File: src/logic/cpux_pkg.sv
// ****************************************
// Exception sequencer shared definitions
// ****************************************
package cpux_pkg;

  // Exception kinds
  typedef enum logic [3:0] {
    EXC_NONE = 4'h0,
    EXC_RESET = 4'h1,
    EXC_ADDR = 4'h2,
    EXC_TRACE = 4'h3,
    EXC_INT = 4'h4,
    EXC_INVALID = 4'h5,
    EXC_ZDIV = 4'h6,
    EXC_TRAPVS = 4'h7,
    EXC_VECTORED_TRAP_OP = 4'h8
  } cpux_exc_t;

  // Status word layout and reset values
  localparam int SR_T_BIT = 15;
  localparam int SR_MASK_LSB = 8;
  localparam logic [15:0] SR_RESET = 16'h0700;
  localparam logic [2:0] MASK_NMI = 3'h7;
  localparam logic [15:0] PC_RESET = 16'h0000;
  localparam logic [7:0] CP_RESET = 8'h00;

  // Stack and vector stepping
  localparam logic [15:0] STACK_STEP = 16'h0002;
  localparam logic [15:0] VEC_WORD_STEP = 16'h0002;

  // Vector entries, minimum-mode addresses
  localparam logic [15:0] VEC_RESET = 16'h0000;
  localparam logic [15:0] VEC_INVALID = 16'h0004;
  localparam logic [15:0] VEC_ZDIV = 16'h0006;
  localparam logic [15:0] VEC_TRAPVS = 16'h0008;
  localparam logic [15:0] VEC_ADDR = 16'h0010;
  localparam logic [15:0] VEC_TRACE = 16'h0012;
  localparam logic [15:0] VEC_NMI = 16'h0016;
  localparam logic [15:0] VEC_VECTORED_TRAP_OP = 16'h0020;

  // Address ranges checked for address errors
  localparam logic [15:0] REG_FIELD_LO = 16'hFE80;
  localparam logic [15:0] REG_FIELD_HI = 16'hFFFF;
  localparam logic [15:0] OFFCHIP_LO = 16'h8000;
  localparam logic [15:0] OFFCHIP_HI = 16'hF67F;

  // CPU context handed in and out
  typedef struct packed {
    logic [15:0] pc;
    logic [7:0] cp;
    logic [15:0] sr;
    logic [15:0] sp;
  } cpux_ctx_t;

  // Instruction-caused exception request
  typedef struct packed {
    logic valid;
    cpux_exc_t kind;
    logic [3:0] num;
  } cpux_iexc_t;

  // Accepted interrupt from the interrupt controller
  typedef struct packed {
    logic valid;
    logic nmi;
    logic [2:0] level;
    logic [7:0] vec;
  } cpux_irq_t;

  // Bus access seen by the address checker
  typedef struct packed {
    logic valid;
    logic fetch;
    logic word;
    logic [15:0] addr;
  } cpux_acc_t;

  // Memory request of the sequencer
  typedef struct packed {
    logic req;
    logic we;
    logic [15:0] addr;
    logic [15:0] wdata;
  } cpux_mem_t;

  localparam cpux_mem_t MEM_IDLE = '{req: 1'b0, we: 1'b0, addr: 16'h0000, wdata: 16'h0000};

endpackage : cpux_pkg

File: src/logic/cpux_exc_seq.sv
`timescale 1ns/1ps
// ****************************************
// Exception sequencer
// ****************************************
// How it works
// - Simultaneous exceptions go reset, address error, trace, then interrupt.
// - Instruction exceptions never coincide with others, so need no arbitration.
// - Reset sequence starts right after the reset pin rises.
// - Trace flag set means a trace exception at each instruction end.
// - Interrupts sampled at instruction end and at exception sequence end.
// - Undefined, trap and zero-divide exceptions come from the instruction itself.
// - Non-reset entry pushes PC, code page (max mode), status; clears trace; vectors.
// - Interrupt entry also updates the priority mask field.
// - Reset entry pushes nothing.
// - Vectors sit at page 0 bottom; entries two bytes min, four max.
// - Undefined, zero-divide, overflow-trap vectors at 4, 6, 8 (doubled in max).
// - Address error, trace, NMI vectors at 10, 12, 16 hex (doubled in max).
// - Vectored trap picks one of sixteen consecutive entries from 20 hex.
// - Reset halts everything and initialises state; RAM is untouched.
// - Leaving reset clears trace and sets mask to 7.
// - Minimum mode reset loads PC from the word at address zero.
// - Maximum mode reset drops byte 0, byte 1 to code page, bytes 2-3 PC.
// - Reset leaves the stack pointer untouched.
// - First instruction after reset and instruction after control load run uninterrupted.
// - Address error entry clears trace, keeps the mask.
// - Prefetch from the register field is an address error.
// - Prefetch error waits for instruction end; stacked PC is the next one.
// - Odd word access is an address error; stacked PC is past the instruction.
// - Interrupt entry sets the mask to the accepted level, or to 7 for NMI.
// - Single-chip access to unpopulated addresses is an address error.
module cpux_exc_seq (
  // Clock and reset
  input wire logic SYS_CLK_I,
  input wire logic RST_B_I,
  // Mode pins
  input wire logic MAX_MODE_I,
  input wire logic SINGLE_CHIP_I,
  // Instruction sequencer
  input wire logic INSN_END_I,
  input wire logic CTL_LOAD_I,
  input wire cpux_pkg::cpux_iexc_t INSN_EXC_I,
  input wire cpux_pkg::cpux_ctx_t CTX_I,
  output logic HOLD_O,
  output logic LOAD_O,
  output cpux_pkg::cpux_ctx_t CTX_O,
  output cpux_pkg::cpux_exc_t KIND_O,
  // Bus watch
  input wire cpux_pkg::cpux_acc_t ACC_I,
  // Interrupt controller
  input wire cpux_pkg::cpux_irq_t IRQ_I,
  output logic IRQ_ACK_O,
  // Memory bus
  output cpux_pkg::cpux_mem_t MEM_O,
  input wire logic MEM_ACK_I,
  input wire logic [15:0] MEM_RDATA_I
);
  import cpux_pkg::*;

  // ****************************************
  // Types and helpers
  // ****************************************
  typedef enum logic [2:0] {
    S_IDLE = 3'h0,
    S_PUSH_PC = 3'h1,
    S_PUSH_CP = 3'h2,
    S_PUSH_SR = 3'h3,
    S_VEC_HI = 3'h4,
    S_VEC_LO = 3'h5
  } cpux_state_t;

  function automatic cpux_mem_t mem_rd(input logic [15:0] a);
    cpux_mem_t m;
    m = MEM_IDLE;
    m.req = 1'b1;
    m.addr = a;
    return m;
  endfunction : mem_rd

  function automatic cpux_mem_t mem_wr(input logic [15:0] a, input logic [15:0] d);
    cpux_mem_t m;
    m = MEM_IDLE;
    m.req = 1'b1;
    m.we = 1'b1;
    m.addr = a;
    m.wdata = d;
    return m;
  endfunction : mem_wr

  // Vector address; maximum mode doubles every entry
  function automatic logic [15:0] vec_of(input cpux_exc_t k, input logic [3:0] n,
                                         input cpux_irq_t q, input logic mx);
    logic [15:0] v;
    case (k)
      EXC_RESET: v = VEC_RESET;
      EXC_INVALID: v = VEC_INVALID;
      EXC_ZDIV: v = VEC_ZDIV;
      EXC_TRAPVS: v = VEC_TRAPVS;
      EXC_ADDR: v = VEC_ADDR;
      EXC_TRACE: v = VEC_TRACE;
      EXC_VECTORED_TRAP_OP: v = VEC_VECTORED_TRAP_OP + {11'h000, n, 1'b0};
      EXC_INT: v = q.nmi ? VEC_NMI : {8'h00, q.vec};
      default: v = VEC_RESET;
    endcase
    return mx ? {v[14:0], 1'b0} : v;
  endfunction : vec_of

  // New status word on entry
  function automatic logic [15:0] sr_entry(input logic [15:0] s, input cpux_exc_t k,
                                           input cpux_irq_t q);
    logic [15:0] r;
    r = s;
    r[SR_T_BIT] = 1'b0;
    if (k == EXC_INT) begin
      r[SR_MASK_LSB +: 3] = q.nmi ? MASK_NMI : q.level;
    end
    return r;
  endfunction : sr_entry

  function automatic logic int_ok(input cpux_irq_t q, input logic [15:0] s, input logic blk);
    return q.valid && !blk && (q.nmi || (q.level > s[SR_MASK_LSB +: 3]));
  endfunction : int_ok

  // ****************************************
  // Pins and address errors
  // ****************************************
  logic [1:0] mode_q;
  logic max_mode;
  logic single_chip;
  logic addr_err;

  cpux_pin_sync #(
    .W(2)
  ) u_mode_sync (
    .clk_i(SYS_CLK_I),
    .pin_i({MAX_MODE_I, SINGLE_CHIP_I}),
    .q_o(mode_q)
  );

  assign max_mode = mode_q[1];
  assign single_chip = mode_q[0];

  cpux_addr_chk u_addr_chk (
    .acc_i(ACC_I),
    .single_chip_i(single_chip),
    .err_o(addr_err)
  );

  // ****************************************
  // Sequencer state
  // ****************************************
  cpux_state_t state_r;
  cpux_state_t state_nxt;
  cpux_exc_t kind_r;
  cpux_exc_t kind_nxt;
  cpux_ctx_t ctx_r;
  cpux_ctx_t ctx_nxt;
  logic [15:0] sav_sr_r;
  logic [15:0] sav_sr_nxt;
  logic [15:0] vec_r;
  logic [15:0] vec_nxt;
  cpux_mem_t mem_r;
  cpux_mem_t mem_nxt;
  logic load_r;
  logic load_nxt;
  logic ack_r;
  logic ack_nxt;
  logic started_r;
  logic started_nxt;
  logic block_r;
  logic block_nxt;
  logic apend_r;
  logic apend_nxt;
  logic enter;
  logic finish;
  cpux_exc_t enter_kind;
  cpux_ctx_t base;

  always_comb begin
    state_nxt = state_r;
    kind_nxt = kind_r;
    ctx_nxt = ctx_r;
    sav_sr_nxt = sav_sr_r;
    vec_nxt = vec_r;
    mem_nxt = mem_r;
    load_nxt = 1'b0;
    ack_nxt = 1'b0;
    started_nxt = started_r;
    block_nxt = block_r;
    // A new error in the clearing cycle is kept
    apend_nxt = apend_r || addr_err;
    enter = 1'b0;
    finish = 1'b0;
    enter_kind = EXC_NONE;
    base = CTX_I;
    unique case (state_r)
      S_IDLE: begin
        if (!started_r) begin
          started_nxt = 1'b1;
          kind_nxt = EXC_RESET;
          ctx_nxt.sr = SR_RESET;
          ctx_nxt.sp = CTX_I.sp;
          vec_nxt = vec_of(EXC_RESET, 4'h0, IRQ_I, max_mode);
          mem_nxt = mem_rd(vec_of(EXC_RESET, 4'h0, IRQ_I, max_mode));
          state_nxt = S_VEC_HI;
        end else if (INSN_END_I) begin
          block_nxt = 1'b0;
          if (apend_r || addr_err) begin
            enter = 1'b1;
            enter_kind = EXC_ADDR;
          end else if (CTX_I.sr[SR_T_BIT]) begin
            enter = 1'b1;
            enter_kind = EXC_TRACE;
          end else if (int_ok(IRQ_I, CTX_I.sr, block_r || CTL_LOAD_I)) begin
            enter = 1'b1;
            enter_kind = EXC_INT;
          end
        end else if (INSN_EXC_I.valid) begin
          enter = 1'b1;
          enter_kind = INSN_EXC_I.kind;
        end
      end
      S_PUSH_PC: begin
        if (MEM_ACK_I) begin
          ctx_nxt.sp = ctx_r.sp - STACK_STEP;
          if (max_mode) begin
            mem_nxt = mem_wr(ctx_r.sp - STACK_STEP, {8'h00, ctx_r.cp});
            state_nxt = S_PUSH_CP;
          end else begin
            mem_nxt = mem_wr(ctx_r.sp - STACK_STEP, sav_sr_r);
            state_nxt = S_PUSH_SR;
          end
        end
      end
      S_PUSH_CP: begin
        if (MEM_ACK_I) begin
          ctx_nxt.sp = ctx_r.sp - STACK_STEP;
          mem_nxt = mem_wr(ctx_r.sp - STACK_STEP, sav_sr_r);
          state_nxt = S_PUSH_SR;
        end
      end
      S_PUSH_SR: begin
        if (MEM_ACK_I) begin
          mem_nxt = mem_rd(vec_r);
          state_nxt = S_VEC_HI;
        end
      end
      S_VEC_HI: begin
        if (MEM_ACK_I) begin
          if (max_mode) begin
            // High byte of the first word is ignored
            ctx_nxt.cp = MEM_RDATA_I[7:0];
            mem_nxt = mem_rd(vec_r + VEC_WORD_STEP);
            state_nxt = S_VEC_LO;
          end else begin
            ctx_nxt.pc = MEM_RDATA_I;
            finish = 1'b1;
          end
        end
      end
      S_VEC_LO: begin
        if (MEM_ACK_I) begin
          ctx_nxt.pc = MEM_RDATA_I;
          finish = 1'b1;
        end
      end
    endcase
    if (finish) begin
      mem_nxt = MEM_IDLE;
      state_nxt = S_IDLE;
      if (kind_r == EXC_RESET) begin
        block_nxt = 1'b1;
        load_nxt = 1'b1;
      end else if (int_ok(IRQ_I, ctx_nxt.sr, 1'b0)) begin
        // Chain straight into the interrupt; the handler address is what gets stacked
        enter = 1'b1;
        enter_kind = EXC_INT;
        base = ctx_nxt;
      end else begin
        load_nxt = 1'b1;
      end
    end
    if (enter) begin
      kind_nxt = enter_kind;
      sav_sr_nxt = base.sr;
      ctx_nxt = base;
      ctx_nxt.sr = sr_entry(base.sr, enter_kind, IRQ_I);
      ctx_nxt.sp = base.sp - STACK_STEP;
      vec_nxt = vec_of(enter_kind, INSN_EXC_I.num, IRQ_I, max_mode);
      mem_nxt = mem_wr(base.sp - STACK_STEP, base.pc);
      state_nxt = S_PUSH_PC;
      ack_nxt = (enter_kind == EXC_INT);
      if (enter_kind == EXC_ADDR) begin
        apend_nxt = addr_err;
      end
    end
  end

  // Everything returns to constants while reset is low
  always_ff @(posedge SYS_CLK_I or negedge RST_B_I) begin
    if (!RST_B_I) begin
      state_r <= S_IDLE;
      kind_r <= EXC_NONE;
      ctx_r <= '{pc: PC_RESET, cp: CP_RESET, sr: SR_RESET, sp: 16'h0000};
      sav_sr_r <= SR_RESET;
      vec_r <= VEC_RESET;
      mem_r <= MEM_IDLE;
      load_r <= 1'b0;
      ack_r <= 1'b0;
      started_r <= 1'b0;
      block_r <= 1'b1;
      apend_r <= 1'b0;
    end else begin
      state_r <= state_nxt;
      kind_r <= kind_nxt;
      ctx_r <= ctx_nxt;
      sav_sr_r <= sav_sr_nxt;
      vec_r <= vec_nxt;
      mem_r <= mem_nxt;
      load_r <= load_nxt;
      ack_r <= ack_nxt;
      started_r <= started_nxt;
      block_r <= block_nxt;
      apend_r <= apend_nxt;
    end
  end

  // ****************************************
  // Outputs
  // ****************************************
  // Hold reacts in the entry cycle so the CPU never fetches past a taken exception
  assign HOLD_O = (state_r != S_IDLE) || !started_r || enter;
  assign LOAD_O = load_r;
  assign CTX_O = ctx_r;
  assign KIND_O = kind_r;
  assign IRQ_ACK_O = ack_r;
  assign MEM_O = mem_r;

endmodule : cpux_exc_seq

File: src/logic/cpux_pin_sync.sv
`timescale 1ns/1ps
// ****************************************
// Pin synchroniser, three stages
// ****************************************
module cpux_pin_sync #(
  parameter int W = 1
) (
  // Clock
  input wire logic clk_i,
  // Pin and result
  input wire logic [W-1:0] pin_i,
  output logic [W-1:0] q_o
);

  // Refused at elaboration rather than at run time
  if (W < 1) begin : g_w_check
    $error("cpux_pin_sync: W must be at least 1");
  end

  logic [W-1:0] s1_r;
  logic [W-1:0] s2_r;
  logic [W-1:0] s3_r;
  logic [W-1:0] q_r;
  logic [W-1:0] q_nxt;

  // A change counts once stages two and three agree
  always_comb begin
    q_nxt = q_r;
    if (s2_r == s3_r) begin
      q_nxt = s3_r;
    end
  end

  // No reset: mode straps must already be valid while the chip reset is held
  always_ff @(posedge clk_i) begin
    s1_r <= pin_i;
    s2_r <= s1_r;
    s3_r <= s2_r;
    q_r <= q_nxt;
  end

  assign q_o = q_r;

endmodule : cpux_pin_sync

File: src/logic/cpux_addr_chk.sv
`timescale 1ns/1ps
// ****************************************
// Address error detection
// ****************************************
module cpux_addr_chk (
  // Access under watch
  input wire cpux_pkg::cpux_acc_t acc_i,
  input wire logic single_chip_i,
  // Result
  output logic err_o
);
  import cpux_pkg::*;

  logic in_reg_field;
  logic in_offchip;
  logic odd_word;

  always_comb begin
    in_reg_field = (acc_i.addr >= REG_FIELD_LO) && (acc_i.addr <= REG_FIELD_HI);
    in_offchip = (acc_i.addr >= OFFCHIP_LO) && (acc_i.addr <= OFFCHIP_HI);
    odd_word = acc_i.word && !acc_i.fetch && acc_i.addr[0];
    err_o = acc_i.valid && (
      (acc_i.fetch && in_reg_field) ||
      odd_word ||
      (single_chip_i && in_offchip));
  end

endmodule : cpux_addr_chk

File: config.mk
export PLATFORM = sky130hd
export DESIGN_NAME = cpux_exc_seq
export DESIGN_NICKNAME = d
export VERILOG_FILES = /design/src/logic/cpux_pkg.sv /design/src/logic/cpux_exc_seq.sv /design/src/logic/cpux_pin_sync.sv /design/src/logic/cpux_addr_chk.sv
export SDC_FILE = /design/constraint.sdc
export NUM_CORES = 1
export LEC_CHECK = 0
export BUFFER_PORTS_ARGS = -buffer_cell sky130_fd_sc_hd__buf_4
export CAP_MARGIN = 15
export CORE_MARGIN = 2
export CORE_UTILIZATION = 36
export CTS_CLUSTER_SIZE = 28
export DETAILED_ROUTE_END_ITERATION = 10
export GPL_ROUTABILITY_DRIVEN = 0
export PLACE_DENSITY = 0.69
export SLEW_MARGIN = 20
export SYNTH_ARGS = -nofsm -noshare
export SYNTH_HDL_FRONTEND = slang
export SYNTH_SLANG_ARGS = --single-unit
File: constraint.sdc
create_clock -name SYS_CLK_I -period 9.65 [get_ports SYS_CLK_I]
set_input_delay 0.965 -clock SYS_CLK_I [delete_from_list [all_inputs] [get_ports SYS_CLK_I]]
set_output_delay 0.965 -clock SYS_CLK_I [all_outputs]
set_load 0.02 [all_outputs]
==> results.ini <==
[floorplan]
die_w_um=154
placeableCoreArea_mm2=0.0220
rows=54
start_util_pct=37.0
num_io_pins=217
die_h_um=154
die_area_mm2=0.0238

[layout]
diodes=0
postLayoutCoreUtil_pct=47.9
drive_gt1_share_pct=26.5
fill_cells=2121
finalInstanceArea_mm2=0.0105
fin_nets=1241
synthToLayoutAreaGrowth_pct=29.6

[clocking]
insertion_delay_ns=0.43
hold_buffers=0
h-tree-depth=4
cts_tree=built
path_clk_slew_ns=0.07
cts_root_buffer=clkbuf_16
cts_setup_buffers=0
cts_buffer_depth=2
cts_resized=0
cts.sinks=135
cts_made_buffers=17

[detailed_routing]
drt_iter0_drc=667
routed_via_density=5.86
routed_wl_um=28200
drt_first_pass_iters=6
route.detailed.drc=0
wl_per_cell_um=20.1
ant_nets=0
vias=8238

[sta]
worst_pin_slew_ns=1.13
setup_violations=0
fin_setup_tns_ns=0
hold_violations=0
rsz0062_at_grt=no
drv_slew=0
post-route-period-util_pct=56.6
finClkSkew_ns=0.00962
fmaxAchievable_mhz=183
max-slew-margin-rel_pct=24.0
period_needed_ns=5.46

[synth]
synth-edff-count=2
synth_cell_types=91
ys_seq_area_share_pct=41.4
syn_area_mm2=0.00813
synth_commonest_cells=nand2_1, dfrtp_1, nor2_1
synth_top_area_cell=dfrtp_1
synth_top_cell_area_share_pct=37.0
yosys.cell_count.top_type=nand2_1
postSynthCellCount=933
ys_top_cells_by_area=dfrtp_1, nand2_1, o21ai_0
synth_nets=1062
ys_ff_latch=135
ys_warn_count=0
synth_ff_type=dfrtp_1
syn-mean-instance-area_um2=8.71
synth_async_sr_flop_share_pct=94.1

[outcome]
status=complete, no violations

[setup_path]
cp-end-kind=register
cp.arrival_ns=5.72
cp_max_fo=45
start_kind=register
critPathLaunch=state_r[0]
r2r-end=MEM_O[25]
cp.required_ns=9.91
crit_path_end=MEM_O[25]
regToRegSetupSlack_ns=4.19
r2r_cells=12
r2r-start=state_r[0]
critical_path_class=reg -> reg

[placement]
placed_cell_area_mm2=0.00990
place_hpwl_um=20100
port_buffers=210

[global_routing]
grt_pass1_wl_um=44400
grt_max_degree=74
overflow=0
grt_antenna_before_repair=0
first_global_vias=8072
grtUsageTotal_pct=23.6

[pwr]
peakVddDrop_uv=179
power_density_mw_per_mm2=349
cellLeakagePower_nw=4.63

[worst_hold_path]
min_from=u_mode_sync.s1_r[1]
hp-class=reg -> reg

[flow_run]
maxCapViolations=0

==> cell type report <==
class	count	area (um^2)	area share, %
Inverter	18	67.6	0.642
Multi-Input combinational cell	718	4440	42.2
Timing Repair Buffer	222	1670	15.9
Clock inverter	15	205	1.95
Clock buffer	17	425	4.04
Sequential cell	135	3370	32.0
Tap cell	280	350	3.33
==> state kept, by name, indices dropped and copies added, names as in the netlist <==
register,count
MEM_O,34
u_mode_sync.q_o,2
sav_sr_r,16
u_mode_sync.s2_r,2
u_mode_sync.s1_r,2
vec_r,9
u_mode_sync.s3_r,2
started_r,1
IRQ_ACK_O,1
KIND_O,4
block_r,1
CTX_O,56
state_r,3
apend_r,1
LOAD_O,1
==> per-stage QoR <==
step | power (W) | setup slack, ns | cells | hold WS (ns)
after global placement | 0.00292 | 4.35 | 1373 | 0.312
after floorplan | 0.00225 | 4.86 | 933 | 0.310
after global routing | 0.00391 | 3.91 | 1405 | 0.344
final | 0.00367 | 4.19 | 1405 | 0.330
after detailed placement | 0.00296 | 4.25 | 1373 | 0.312
after CTS | 0.00367 | 4.23 | 1405 | 0.329
==> layout by cell type (no fill, tap or decap), types with 6 or more instances in the layout <==
cell type	n
a21oi_1	34
a221oi_1	7
a222oi_1	14
a22oi_1	20
a31oi_1	23
and2_1	6
and3_1	9
buf_4	221
clkbuf_16	17
dfrtp_1	120
dfstp_2	7
dfxtp_1	6
ha_1	9
inv_1	16
mux2i_1	25
nand2_1	159
nand2b_1	11
nand3_1	35
nand4_1	11
nor2_1	76
nor3_1	20
o211ai_1	23
o21ai_0	62
o21ai_1	6
o22ai_1	11
o31ai_1	8
or3_1	6
xnor2_1	16
xor2_1	14
==> cell families after synthesis <==
| group | count (synthesis) | share of synthesized area (%) |
|---|---|---|
| AOI/OAI and AO/OA | 272 | 23.9 |
| xor gates and xnor gates | 31 | 3.43 |
| adders and majority gates | 10 | 1.51 |
| buffers and inverters | 80 | 4.25 |
| DFF | 135 | 41.4 |
| muxes | 29 | 3.63 |
| and+or+nand+nor | 376 | 21.9 |
==> power by group <==
group | total [W] | internal, W | switching, W
clock network | 0.000700 | 0.000398 | 0.000302
registers | 0.00107 | 0.000822 | 0.000250
logic | 0.00190 | 0.000740 | 0.00116
total | 0.00367 | 0.00196 | 0.00171
==> routing by layer <==
metal | GRT usage [%] | part of all wire, % | vias up
met4 | 6.99 | 1.7 | 0
met2 | 38.4 | 47 | 396
met5 | 0 | 0 | -
met3 | 5.74 | 9.6 | 44
met1 | 31.2 | 42 | 3994
li1 | - | - | 3804
==> worst min-delay path by stage <==
| stage | slack [ns] | to | depth (start not counted) |
|---|---|---|---|
| after floorplan | 0.31 | u_mode_sync.s2_r[0] | 0 |
| after global placement | 0.31 | u_mode_sync.s2_r[0] | 0 |
| after detailed placement | 0.31 | u_mode_sync.s2_r[0] | 0 |
| after CTS | 0.33 | u_mode_sync.s2_r[0] | 0 |
| after global routing | 0.34 | u_mode_sync.s2_r[1] | 0 |
| final | 0.33 | u_mode_sync.s2_r[1] | 0 |
==> worst max-delay path, stage by stage (launching register included) <==
cell and delay, ns:
dfrtp_1 0.73, or3_1 0.65, nor2_1 0.48, nor2_1 0.18, ha_1 0.34, nor2b_1 0.22, o211ai_4 0.12, or3_2 0.93
o31ai_4 0.68, o2111ai_4 0.26, nor2_2 0.29, mux2i_1 0.27, o211ai_1 0.11
Power figures use the tool's default switching activity.
